## src/hdl/usd_defines.svh

```systemverilog
// Purpose: Offsets, field positions and counts of the serial port
// Assumes: Byte wide register port, 3 bit address
// Notes:   Included by the design files
`ifndef USD_DEFINES_SVH
`define USD_DEFINES_SVH
// --------------------------------------------------------------
// Register offsets
// --------------------------------------------------------------
`define USD_ADR_CTRL_A  3'h0
`define USD_ADR_CTRL_B  3'h1
`define USD_ADR_CTRL_C  3'h2
`define USD_ADR_DATA    3'h3
`define USD_ADR_BAUD_LO 3'h4
`define USD_ADR_BAUD_HI 3'h5
// --------------------------------------------------------------
// Field positions
// --------------------------------------------------------------
`define USD_A_RXC   7
`define USD_A_TXC   6
`define USD_A_DRE   5
`define USD_A_DBL   1
`define USD_B_RXCIE 7
`define USD_B_TX_DONE_IRQ_ON 6
`define USD_B_DREIE 5
`define USD_B_RECEIVER_ON  4
`define USD_B_TRANSMITTER_ON  3
`define USD_B_CSZ2  2
`define USD_B_RXB8  1
`define USD_B_TX_NINTH_BIT  0
// --------------------------------------------------------------
// Reset values and counts
// --------------------------------------------------------------
`define USD_RST_BYTE 8'h00
`define USD_RST_BAUD 12'h000
`define USD_CSZ_NINE 3'h7
`define USD_OS_LAST_N 4'hF
`define USD_OS_LAST_D 4'h7
`define USD_OS_MID_N  4'h7
`define USD_OS_MID_D  4'h3
`endif

```

## src/hdl/usd_pkg.sv

```systemverilog
// Purpose: Types shared by the serial port files
// Assumes: Nothing
// Notes:   Constants live in usd_defines.svh
package usd_pkg;
    // --------------------------------------------------------------
    // Modes and carriers
    // --------------------------------------------------------------
    typedef enum logic [1:0] {TX_IDLE, TX_SHIFT} usd_tx_e;
    typedef enum logic [1:0] {RX_IDLE, RX_START, RX_DATA} usd_rx_e;
    typedef struct packed {
        logic        master;
        logic        sync;
        logic        par_on;
        logic        par_odd;
        logic        two_stop;
        logic [2:0]  csz;
        logic        pol;
        logic        dbl;
        logic [11:0] baud;
    } usd_cfg_s;
    typedef struct packed {
        logic os;
        logic tx;
        logic rx;
    } usd_tick_s;
endpackage

```

## src/hdl/usd_sync.sv

```systemverilog
// Purpose: Two stage synchroniser for pin inputs
// Assumes: Inputs asynchronous to clk
// Notes:   Stage one feeds stage two only
module usd_sync
    import usd_pkg::*;
#(
    parameter int W = 2
)
(
    input  wire logic         clk,
    input  wire logic         rstn,
    input  wire logic [W-1:0] d,
    output      logic [W-1:0] q
);
    typedef struct packed {
        logic [W-1:0] meta;
        logic [W-1:0] stab;
    } usd_sync_s;
    usd_sync_s s_ff;
    usd_sync_s nxt_s;
    always_comb
    begin
        nxt_s.meta = d;
        nxt_s.stab = s_ff.meta;
    end
    always_ff @(posedge clk or negedge rstn)
    begin
        if (!rstn)
            s_ff <= '1;
        else
            s_ff <= nxt_s;
    end
    assign q = s_ff.stab;
endmodule // usd_sync

```

## src/hdl/usd_clkgen.sv

```systemverilog
// Purpose: Baud divider, serial clock master and edge finder
// Assumes: xck_lvl already synchronised
// Notes:   All rates are one cycle enables
`include "usd_defines.svh"
module usd_clkgen
    import usd_pkg::*;
(
    input  wire logic      clk,
    input  wire logic      rstn,
    input  wire usd_cfg_s  cfg,
    input  wire logic      run,
    input  wire logic      xck_lvl,
    output      usd_tick_s tk,
    output      logic      xck_o
);
    typedef struct packed {
        logic [11:0] div;
        logic [3:0]  os;
        logic        serial_clock_pin;
        logic        xck_prev;
    } usd_cg_s;
    usd_cg_s s_ff;
    usd_cg_s nxt_s;
    logic    div_tick;
    logic    rise;
    logic    fall;
    logic [3:0] os_last;
    always_comb
    begin
        nxt_s    = s_ff;
        tk       = '0;
        div_tick = run && (s_ff.div == cfg.baud);
        os_last  = cfg.dbl ? `USD_OS_LAST_D : `USD_OS_LAST_N;
        nxt_s.xck_prev = xck_lvl;
        if (!run || div_tick)
            nxt_s.div = '0;
        else
            nxt_s.div = s_ff.div + 12'h001;
        if (cfg.sync && cfg.master)
        begin
            rise = div_tick && !s_ff.serial_clock_pin;
            fall = div_tick && s_ff.serial_clock_pin;
        end
        else
        begin
            rise = xck_lvl && !s_ff.xck_prev;
            fall = !xck_lvl && s_ff.xck_prev;
        end
        if (cfg.sync && cfg.master && div_tick)
            nxt_s.serial_clock_pin = !s_ff.serial_clock_pin;
        if (!cfg.sync)
        begin
            tk.os = div_tick;
            if (div_tick)
            begin
                nxt_s.os = (s_ff.os >= os_last) ? 4'h0 : s_ff.os + 4'h1;
                tk.tx = (s_ff.os >= os_last);
            end
        end
        else
        begin
            tk.tx = run && (cfg.pol ? fall : rise);
            tk.rx = run && (cfg.pol ? rise : fall);
        end
    end
    always_ff @(posedge clk or negedge rstn)
    begin
        if (!rstn)
            s_ff <= '0;
        else
            s_ff <= nxt_s;
    end
    assign xck_o = s_ff.serial_clock_pin;
endmodule // usd_clkgen

```

## src/hdl/usd_top.sv

```systemverilog
// Purpose: Serial port transmitter and receiver datapath
// Assumes: Byte register port, pins asynchronous to CLK
// Notes:   Single entry receive buffer
//
// The strobed register port and the register offsets were chosen for this implementation.
`include "usd_defines.svh"
module usd_top
    import usd_pkg::*;
(
    input  wire logic       CLK,
    input  wire logic       RSTN,
    input  wire logic [2:0] ADDR,
    input  wire logic [7:0] WDATA,
    input  wire logic       WR,
    input  wire logic       RD,
    output      logic [7:0] RDATA,
    input  wire logic       GIE,
    input  wire logic       TXC_ACK,
    input  wire logic       RXD_I,
    input  wire logic       XCK_I,
    output      logic       TXD_O,
    output      logic       TXD_OE,
    output      logic       RXD_TAKEN,
    output      logic       XCK_O,
    output      logic       XCK_OE,
    output      logic       DRE_IRQ,
    output      logic       TXC_IRQ,
    output      logic       RXC_IRQ
);
    // --------------------------------------------------------------
    // State
    // --------------------------------------------------------------
    typedef struct packed {
        logic        rxcie;
        logic        tx_done_irq_on;
        logic        tx_buffer_empty_irq_on;
        logic        receiver_on;
        logic        transmitter_on;
        logic        csz2;
        logic        tx_ninth_bit;
        logic        double_speed_bit;
        logic [7:0]  ctrl_c;
        logic [11:0] baud_divisor;
        logic [8:0]  tx_buf;
        logic        tx_buffer_empty_flag;
        logic        tx_done_flag;
        logic        oe;
        usd_tx_e     tx_st;
        logic [12:0] tx_frame;
        logic [3:0]  tx_left;
        logic        txd;
        usd_rx_e     rx_st;
        logic [3:0]  rx_cnt;
        logic [3:0]  rx_idx;
        logic [8:0]  rx_sh;
        logic [8:0]  rx_buf;
        logic        rx_done_flag;
        logic [7:0]  rdata;
    } usd_core_s;
    usd_core_s  s_ff;
    usd_core_s  nxt_s;
    usd_cfg_s   cfg;
    usd_tick_s  tk;
    logic [1:0] pins_sync;
    logic       rxd;
    logic [3:0] nbits;
    logic [3:0] os_mid;
    logic       smp;
    logic       load_ok;
    logic       tx_load;
    logic       tx_end;
    logic       txc_set;
    logic       rx_stop;
    logic       wr_data;
    logic [12:0] frame;
    logic [3:0]  flen;
    // --------------------------------------------------------------
    // Pin synchronisers and clock generator
    // --------------------------------------------------------------
    usd_sync #(.W(2)) u_sync
    (
        .clk  (CLK),
        .rstn (RSTN),
        .d    ({RXD_I, XCK_I}),
        .q    (pins_sync)
    );
    assign rxd = pins_sync[1];
    usd_clkgen u_clkgen
    (
        .clk     (CLK),
        .rstn    (RSTN),
        .cfg     (cfg),
        .run     (s_ff.oe || s_ff.receiver_on),
        .xck_lvl (pins_sync[0]),
        .tk      (tk),
        .xck_o   (XCK_O)
    );
    always_comb
    begin
        cfg.master   = s_ff.ctrl_c[7];
        cfg.sync     = s_ff.ctrl_c[6];
        cfg.par_on   = s_ff.ctrl_c[5];
        cfg.par_odd  = s_ff.ctrl_c[4];
        cfg.two_stop = s_ff.ctrl_c[3];
        cfg.csz      = {s_ff.csz2, s_ff.ctrl_c[2:1]};
        cfg.pol      = s_ff.ctrl_c[0];
        cfg.dbl      = s_ff.double_speed_bit;
        cfg.baud     = s_ff.baud_divisor;
    end
    // --------------------------------------------------------------
    // Frame builder
    // --------------------------------------------------------------
    function automatic logic [12:0] build(input logic [8:0] d,
                                          input logic [3:0] n,
                                          input usd_cfg_s c);
        logic [12:0] f;
        logic        p;
        f = '1;
        p = c.par_odd;
        // start bit then data LSB first
        f[0] = 1'b0;
        for (int i = 0; i < 9; i++)
        begin
            if (i < n)
            begin
                f[i+1] = d[i];
                p = p ^ d[i];
            end
        end
        if (c.par_on)
            f[n+4'h1] = p;
        return f;
    endfunction
    // --------------------------------------------------------------
    // Next state
    // --------------------------------------------------------------
    always_comb
    begin
        nxt_s   = s_ff;
        nbits   = (cfg.csz == `USD_CSZ_NINE) ? 4'h9
                : {2'b00, cfg.csz[1:0]} + 4'h5;
        os_mid  = cfg.dbl ? `USD_OS_MID_D : `USD_OS_MID_N;
        frame   = build(s_ff.tx_buf, nbits, cfg);
        flen    = nbits + {3'b000, cfg.par_on}
                + {3'b000, cfg.two_stop} + 4'h1;
        wr_data = WR && (ADDR == `USD_ADR_DATA);
        nxt_s.oe = s_ff.transmitter_on
                 || (s_ff.oe && (s_ff.tx_st == TX_SHIFT
                 || !s_ff.tx_buffer_empty_flag));
        load_ok = s_ff.oe && !s_ff.tx_buffer_empty_flag;
        tx_end  = tk.tx && s_ff.tx_st == TX_SHIFT
                && s_ff.tx_left == 4'h0;
        // load when idle or after last stop
        tx_load = tk.tx && load_ok
                && (s_ff.tx_st == TX_IDLE || tx_end);
        txc_set = tx_end && !load_ok;
        if (tx_load)
        begin
            nxt_s.tx_st    = TX_SHIFT;
            nxt_s.txd      = frame[0];
            nxt_s.tx_frame = {1'b1, frame[12:1]};
            nxt_s.tx_left  = flen;
            nxt_s.tx_buffer_empty_flag = 1'b1;
        end
        else if (tx_end)
        begin
            nxt_s.tx_st = TX_IDLE;
            nxt_s.txd   = 1'b1;
        end
        else if (tk.tx && s_ff.tx_st == TX_SHIFT)
        begin
            nxt_s.txd      = s_ff.tx_frame[0];
            nxt_s.tx_frame = {1'b1, s_ff.tx_frame[12:1]};
            nxt_s.tx_left  = s_ff.tx_left - 4'h1;
        end
        if (wr_data)
        begin
            nxt_s.tx_buf = {s_ff.tx_ninth_bit, WDATA};
            nxt_s.tx_buffer_empty_flag = 1'b0;
        end
        if (TXC_ACK || (WR && ADDR == `USD_ADR_CTRL_A
            && WDATA[`USD_A_TXC]))
            nxt_s.tx_done_flag = 1'b0;
        if (txc_set)
            nxt_s.tx_done_flag = 1'b1;
        smp = cfg.sync ? tk.rx
            : (tk.os && s_ff.rx_cnt == (cfg.dbl ? `USD_OS_LAST_D
                                                : `USD_OS_LAST_N));
        rx_stop = 1'b0;
        case (s_ff.rx_st)
            RX_IDLE:
            begin
                if (s_ff.receiver_on && !rxd)
                begin
                    nxt_s.rx_sh  = '0;
                    nxt_s.rx_idx = 4'h0;
                    nxt_s.rx_cnt = 4'h0;
                    if (cfg.sync && tk.rx)
                        nxt_s.rx_st = RX_DATA;
                    else if (!cfg.sync && tk.os)
                        nxt_s.rx_st = RX_START;
                end
            end
            RX_START:
            begin
                if (tk.os)
                begin
                    nxt_s.rx_cnt = s_ff.rx_cnt + 4'h1;
                    if (s_ff.rx_cnt == os_mid)
                    begin
                        nxt_s.rx_cnt = 4'h0;
                        nxt_s.rx_st  = rxd ? RX_IDLE : RX_DATA;
                    end
                end
            end
            RX_DATA:
            begin
                if (tk.os)
                    nxt_s.rx_cnt = smp ? 4'h0 : s_ff.rx_cnt + 4'h1;
                if (smp)
                begin
                    nxt_s.rx_idx = s_ff.rx_idx + 4'h1;
                    if (s_ff.rx_idx < nbits)
                        nxt_s.rx_sh[s_ff.rx_idx] = rxd;
                    if (s_ff.rx_idx == nbits + {3'b000, cfg.par_on})
                    begin
                        rx_stop     = 1'b1;
                        nxt_s.rx_st = RX_IDLE;
                    end
                end
            end
            default:
                nxt_s.rx_st = RX_IDLE;
        endcase
        if (RD && ADDR == `USD_ADR_DATA)
            nxt_s.rx_done_flag = 1'b0;
        if (rx_stop)
        begin
            nxt_s.rx_buf       = s_ff.rx_sh;
            nxt_s.rx_done_flag = 1'b1;
        end
        if (!s_ff.receiver_on)
        begin
            nxt_s.rx_st        = RX_IDLE;
            nxt_s.rx_done_flag = 1'b0;
        end
        // --------------------------------------------------------------
        // Register writes and reads
        // --------------------------------------------------------------
        if (WR)
        begin
            case (ADDR)
                `USD_ADR_CTRL_A:
                    nxt_s.double_speed_bit = WDATA[`USD_A_DBL];
                `USD_ADR_CTRL_B:
                begin
                    nxt_s.rxcie          = WDATA[`USD_B_RXCIE];
                    nxt_s.tx_done_irq_on          = WDATA[`USD_B_TX_DONE_IRQ_ON];
                    nxt_s.tx_buffer_empty_irq_on          = WDATA[`USD_B_DREIE];
                    nxt_s.receiver_on    = WDATA[`USD_B_RECEIVER_ON];
                    nxt_s.transmitter_on = WDATA[`USD_B_TRANSMITTER_ON];
                    nxt_s.csz2           = WDATA[`USD_B_CSZ2];
                    nxt_s.tx_ninth_bit   = WDATA[`USD_B_TX_NINTH_BIT];
                end
                `USD_ADR_CTRL_C:
                    nxt_s.ctrl_c = WDATA;
                `USD_ADR_BAUD_LO:
                    nxt_s.baud_divisor[7:0] = WDATA;
                `USD_ADR_BAUD_HI:
                    nxt_s.baud_divisor[11:8] = WDATA[3:0];
                default:
                    nxt_s.ctrl_c = s_ff.ctrl_c;
            endcase
        end
        nxt_s.rdata = `USD_RST_BYTE;
        if (RD)
        begin
            case (ADDR)
                `USD_ADR_CTRL_A:
                    nxt_s.rdata = {s_ff.rx_done_flag, s_ff.tx_done_flag,
                                   s_ff.tx_buffer_empty_flag, 3'b000,
                                   s_ff.double_speed_bit, 1'b0};
                `USD_ADR_CTRL_B:
                    nxt_s.rdata = {s_ff.rxcie, s_ff.tx_done_irq_on, s_ff.tx_buffer_empty_irq_on,
                                   s_ff.receiver_on, s_ff.transmitter_on,
                                   s_ff.csz2, s_ff.rx_buf[8],
                                   s_ff.tx_ninth_bit};
                `USD_ADR_CTRL_C:
                    nxt_s.rdata = s_ff.ctrl_c;
                // stored frame already zero above size
                `USD_ADR_DATA:
                    nxt_s.rdata = s_ff.rx_buf[7:0];
                `USD_ADR_BAUD_LO:
                    nxt_s.rdata = s_ff.baud_divisor[7:0];
                `USD_ADR_BAUD_HI:
                    nxt_s.rdata = {4'h0, s_ff.baud_divisor[11:8]};
                default:
                    nxt_s.rdata = `USD_RST_BYTE;
            endcase
        end
    end
    // --------------------------------------------------------------
    // Registers and outputs
    // --------------------------------------------------------------
    always_ff @(posedge CLK or negedge RSTN)
    begin
        if (!RSTN)
        begin
            s_ff       <= '0;
            s_ff.txd   <= 1'b1;
            s_ff.tx_buffer_empty_flag <= 1'b1;
            s_ff.tx_st <= TX_IDLE;
            s_ff.rx_st <= RX_IDLE;
        end
        else
            s_ff <= nxt_s;
    end
    assign RDATA     = s_ff.rdata;
    assign TXD_O     = s_ff.txd;
    assign TXD_OE    = s_ff.oe;
    assign RXD_TAKEN = s_ff.receiver_on;
    assign XCK_OE    = cfg.sync && cfg.master
                     && (s_ff.oe || s_ff.receiver_on);
    assign DRE_IRQ   = GIE && s_ff.tx_buffer_empty_irq_on && s_ff.tx_buffer_empty_flag;
    assign TXC_IRQ   = GIE && s_ff.tx_done_irq_on && s_ff.tx_done_flag;
    assign RXC_IRQ   = GIE && s_ff.rxcie && s_ff.rx_done_flag;
endmodule // usd_top

```

## config.mk

```make
export PLATFORM = sky130hd
export DESIGN_NAME = usd_top
export DESIGN_NICKNAME = d
export VERILOG_FILES = /design/src/hdl/usd_pkg.sv /design/src/hdl/usd_sync.sv /design/src/hdl/usd_clkgen.sv /design/src/hdl/usd_top.sv
export VERILOG_INCLUDE_DIRS = /design/src /design/src/hdl
export SDC_FILE = /design/constraint.sdc
export NUM_CORES = 1
export LEC_CHECK = 0
export ABC_AREA = 1
export BUFFER_PORTS_ARGS = -buffer_cell sky130_fd_sc_hd__buf_4
export CORE_ASPECT_RATIO = 0.9
export CORE_MARGIN = 4
export CORE_UTILIZATION = 62
export DETAILED_ROUTE_END_ITERATION = 12
export PLACE_DENSITY = 0.88
export REMOVE_ABC_BUFFERS = 1
export SLEW_MARGIN = 20
export SYNTH_ARGS = -nofsm -noshare
export SYNTH_HDL_FRONTEND = slang
export SYNTH_SLANG_ARGS = --single-unit
```

## constraint.sdc

```tcl
create_clock -name CLK -period 3.5 [get_ports CLK]
set_input_delay 1.05 -clock CLK [delete_from_list [all_inputs] [get_ports CLK]]
set_output_delay 1.05 -clock CLK [all_outputs]
set_load 0.01 [all_outputs]
```

Word level (Yosys, flattened, before mapping)
Cells that the tools add are included.
{ "totals": {"ff_bits": 119, "input_bits": 19, "out_inout_bits": 16} }
{ "op_classes": {"n_addsub": 10, "order_cmp": 15, "eq_ne": 26, "mux": 72, "bitwise": 10, "reduce_logical": 69} }
{ "op_table": {"columns": ["operator", "count"], "rows": [
  ["case mux 8 bit (6 select lines)", 1],
  ["two-way mux 1 bit", 40],
  ["logical AND 1 bit", 33],
  ["two-way mux 13 bit", 2],
  ["case mux 13 bit (2 select lines)", 1],
  ["adder 4 x 1 -> 4 bit (second input constant)", 5],
  ["two-way mux 20 bit", 1],
  ["two-way mux 4 bit", 5],
  ["two-way mux 19 bit", 1],
  ["two-way mux 18 bit", 1],
  ["two-way mux 17 bit", 1],
  ["less-than comparator 3 x 4 -> 1 bit (first input constant)", 4],
  ["inequality test 3 bit (second input constant)", 5],
  ["two-way mux 2 bit", 7],
  ["AND reduction 2 bit", 7],
  ["bitwise mux 13 bit", 1],
  ["adder 12 x 1 -> 12 bit (second input constant)", 1],
  ["== test 12 bit", 1],
  ["two-way mux 12 bit", 1],
  ["two-way mux 6 bit", 2],
  ["inequality test 2 bit (second input constant)", 6],
  ["case mux 4 bit (3 select lines)", 1],
  ["less-than comparator 4 x 5 -> 1 bit (second input constant)", 2],
  ["nonzero test 2 bit", 5],
  ["other kinds (35)", 68]
]} }

Logic depth before layout (Yosys ltp)
{ "depth": {"word_depth": 23, "mapped_depth": 19, "mapped_depth_nobuf": 19} }

Cells and area by module
Synthesis repeated with hierarchy kept, for this count alone.
{ "hier_totals": {"hier_cells": 806, "hier_area_um2": 6465.0} }
{ "modules_own_cells": {"columns": ["mod", "instances", "cells_each", "area_per_inst_um2"], "rows": [
  ["usd_top", 1, 640, 5178.7],
  ["usd_clkgen", 1, 162, 1181.1],
  ["usd_sync", 1, 4, 105.1]
]} }

Worst setup path before layout
No wires, ideal clock.
{ "synth_timing": {"kind": "register to register", "from": "reg s_ff, in the netlist cfg[14]", "to": "reg s_ff[10] (netlist bit)", "setup_time_ns": 0.083, "t_arrival_ns": 2.877, "required_ns": 3.417, "setup_slack_ns": 0.540, "path_stages_with_launch": 12, "path_buffers": 1, "cell_sequence": "dfrtp_1 ha_1 a21oi_1 inv_1 ha_1 fa_1 nand2_1 o21ai_0 a2111oi_1 nand3_2 clkbuf_2 o21ai_0"} }
{ "synth_between": {"elab_chain_len": 7, "elab_cells_between_ends": 8} }
{ "synth_rtl": {"columns": ["item", "line", "rtl"], "rows": [
  ["start: declaration", "usd_top.sv:60", "usd_core_s s_ff;"],
  ["start signal: assignment", "usd_top.sv:316", "s_ff <= nxt_s;"],
  ["adder 2 x 3 -> 4 bit or == test 3 bit (tied branches)", null, null],
  ["two-way mux 4 bit *", "usd_top.sv:140", "nbits = (cfg.csz == `USD_CSZ_NINE) ? 4'h9"],
  ["adder 4 x 1 -> 4 bit *", "usd_top.sv:225", "if (s_ff.rx_idx == nbits + {3'b000, cfg.par_on})"],
  ["== test 4 bit *", "usd_top.sv:225", null],
  ["two-way mux 1 bit *", "usd_top.sv:225", null],
  ["two-way mux 1 bit *", "usd_top.sv:220", "if (smp)"],
  ["two-way mux 1 bit *", "usd_top.sv:190", "case (s_ff.rx_st)"]
]} }
Mark *: on every way between the ends. The rest lies on a longest branch, timed or not.
A chain may end at the register's enable or synchronous reset.

Final worst setup path
{ "layout_timing": {"from": "reg s_ff, in the netlist cfg[14]", "to": "reg s_ff[36] (netlist bit)"} }
{ "layout_between": {"elab_chain_len": 6, "elab_cells_between_ends": 7} }
{ "layout_rtl": {"columns": ["item", "line"], "rows": [
  ["adder 2 x 3 -> 4 bit or == test 3 bit (tied branches)", null],
  ["two-way mux 4 bit *", "usd_top.sv:140"],
  ["adder 4 x 1 -> 4 bit *", "usd_top.sv:225"],
  ["== test 4 bit *", "usd_top.sv:225"],
  ["inequality test 3 bit (no line) *", null],
  ["AND reduction 6 bit (no line) *", null]
]} }
Marked as above.

==> metrics.md <==
| Metric | Value |
|---|---|
| Worst-Skew Late Latency | roughly 0.42 ns |
| Biggest cell delay along the critical path | approximately 0.52 ns |
| Cell Area, Synth | approximately 6700 um2 |
| DRT Pass-1 Iters | 6 |
| Cell with the most instances after synthesis | nand2_1 |
| Core Util, Final | approximately 74% |
| Post-CTS Repair Setup Buffers | 0 |
| Post-route ant nets | 0 |
| Cell row count | 35 |
| Worst Skew | approximately 0.0067 ns |
| Hold Path Depth | 0 |
| Overall power | between 5 and 6 mW |
| Yosys warns | 0 |
| Critical Path Slowest Stage Cell | fa_1 |
| Yosys cell types | 48 |
| Post-synth EDFFs | 0 |
| Period minus WS final | ~3.2 ns |
| Global-route wire length before repair | between 20 and 30 mm |
| CTS tree | built |
| Unrepaired setup endpoints after global routing | false |
| Post-synth top flop | dfrtp_1 |
| Largest net degree at the start of global routing | 55 |
| Core area | between 10000 and 15000 um2 |
| #FFs+latches synth | ~120 |
| GRT Residual Overflow | 0 |
| CP Class | flip-flop to flip-flop |
| Num CTS Buffers | 17 |
| Setup TNS | 0 ns |
| Avg WL per Cell | 15.5 um |
| Leakage | around 3.9 nW |
| Pwr/cell area | about 700 nW/um2 |
| Outcome | finished, final reports clean |
| Worst Path Arrival | 3.50 ns |
| Critical Path Sink Type | flip-flop |
| Fin crit share | between 90% and 100% |
| Gpl congestion | between 0.9 and 1 |
| Clk buf depth | 2 |
| Share of layout cells above drive strength 1 | 10.9% |
| Initial antenna violation count | 0 |
| Die Width | about 120 um |
| Sequence of cells on the critical path | ha_1, a21oi_1, inv_1, ha_1, fa_1, nand2_1, o21ai_0, a2111oi_1, buf_4, o21ai_0, nor2_1, nand3_1, nand2_1, nor2_1 |
| Dominant cells by area after synthesis | dfrtp_1, nand2_1, inv_1, o21ai_0, ha_1 |
| Starting Density | between 60% and 70% |
| Commonest cells in the synthesized netlist | nand2_1, inv_1, dfrtp_1 |
| Reg clk slew, reported paths | around 0.060 ns |
| Fraction of registers with async set/reset | 100% |
| Final net count | approximately 940 |
| Req. time, crit path | between 3 and 4 ns |
| Via-per-instance ratio | between 5 and 6 |
| VDD IR max | 421 uV |
| Initial DRC count | roughly 580 |
| Largest area contributor in the netlist | dfrtp_1 |
| Gr usage total | roughly 27% |
| CTS H-tree depth | 4 |
| FMAX | about 310 MHz |
| Hold Crit Class | flip-flop to flip-flop |
| Synth-to-layout area growth | 14.5% |
| Share of the synthesized area in the top cell type | 42.0% |
| Syn Inst Count | between 800 and 900 |
| Residual DRC | 0 |
| R2R cell count | 14 |
| Least-Margin Pin Slew | 0.612 ns |
| Syn avg cell area | just under 8 um2 |
| Final-report setup violation count | 0 |
| Fillers | 744 |
| Die height | around 110 um |
| DP Wirelength | ~11 mm |
| Max-cap violations | 0 |
| Max Fanout on Critical Path | 7 |
| Setup crit start kind | flip-flop |
| Hold Fails Final Rpt | 0 |
| Sequential area share after synthesis | 44.4% |
| Slew headroom | just under 60% |
| Root buf cell | clkbuf_16 |
| Max Slew Vio Count | 0 |
| I/O Buffers | 34 |
| WL final | 16.1 mm |
| Vias in the first global route | approximately 5600 |
| Die ar. | ~12000 um2 |
| CTS Sinks | ~120 |
| Via count | 5905 |
| Antenna diode instance count | 0 |
| Ports | 35 |
## layout by cell type (no fill, tap or decap), types with 11 or more instances in the layout
master,netlist,final
buf_4,11,37
o2111ai_1,12,12
dfrtp_1,112,112
a21oi_1,22,22
clkbuf_16,0,17
nand3_1,50,50
o22ai_1,11,11
nor3_1,14,14
ha_1,25,25
nor2_1,57,57
inv_1,119,119
o21ai_0,71,71
nand2_1,259,259
## report_power, final
group          leakage, nW  internal, mW  switching (mW)
logic                 2.04         0.518            1.01
clock network        0.312          1.30           0.643
registers             1.54          1.63           0.237
total                 3.89          3.45            1.89
## registers in the layout (all words and copies together) (netlist names)
name            count
s_ff               63
cfg                22
u_clkgen.s_ff      17
RDATA               8
u_sync.nxt_s        2
u_sync.q            2
RXD_TAKEN           1
TXD_O               1
TXD_OE              1
u_clkgen.xck_o      1
## path summary, 6_finish.rpt
| check | from | end | slack (ns) |
|---|---|---|---|
| max in group asynchronous | RSTN | u_sync.q[1]$_DFF_PN1_ | 2.16 |
| min in group asynchronous | RSTN | s_ff[64]$_DFFE_PN0P_ | 0.62 |
| setup / recovery | cfg[14]$_DFFE_PN0P_ | s_ff[36]$_DFFE_PN0P_ | 0.31 |
| setup reg to reg | cfg[14]$_DFFE_PN0P_ | s_ff[36]$_DFFE_PN0P_ | 0.31 |
| hold reg to reg | u_sync.nxt_s[0]$_DFF_PN1_ | u_sync.q[0]$_DFF_PN1_ | 0.35 |
| hold / removal | u_sync.nxt_s[0]$_DFF_PN1_ | u_sync.q[0]$_DFF_PN1_ | 0.35 |
## critical path, delay by kind of cell, from the launching register on
kind            cells  cell delay [ns]
fa+ha+maj           3             0.99
compound gates      4             0.83
flops               1             0.47
simple gates        5             0.45
buf+inv             2             0.31
## logic make-up (layout without fill, tap and decap cells)
logic type               count (synthesis)  in the layout  synth area share, %
flip-flops                             118            118                 44.4
adder cells (fa/ha/maj)                 26             26                 4.99
buffers and inverters                  153            197                 9.49
AND/OR/NAND/NOR                        408            408                 26.0
XOR/XNOR                                14             14                 1.84
AO/OA/AOI/OAI                          148            148                 13.3
## through the flow
step	setup slack, ns	instances	hold WS, ns	cell area [um2]
3_3_place_gp	0.508	1008	0.346	6980
2_1_floorplan	0.567	841	0.345	6520
4_1_cts	0.271	1040	0.355	7630
6_report	0.312	1040	0.355	7640
5_1_grt	0.122	1040	0.360	7640
3_5_place_dp	0.358	1008	0.347	6980
## metal layers
metal  GRT usage (%)  part of all wire (%)  vias to the layer above
li1                -                     -                     2861
met3            7.07                   9.1                       36
met5               0                     0                        -
met1            37.1                    43                     2735
met2            43.6                    46                      273
met4            7.96                   1.9                        0
## repair_timing
action,in CTS,in global routing
gates resized for setup,0,1
hold buffers,0,0
setup endpoints to repair,0,4
## layout make-up
class	instances	area, um2	area share, %
tap	129	161	2.11
inverter	127	477	6.24
sequential	118	2960	38.7
clock buffer	20	457	5.98
timing repair buffer	38	298	3.90
multi-input combinational	596	3090	40.4
clock inverter	12	200	2.62
(Power assumes the default switching activity.)
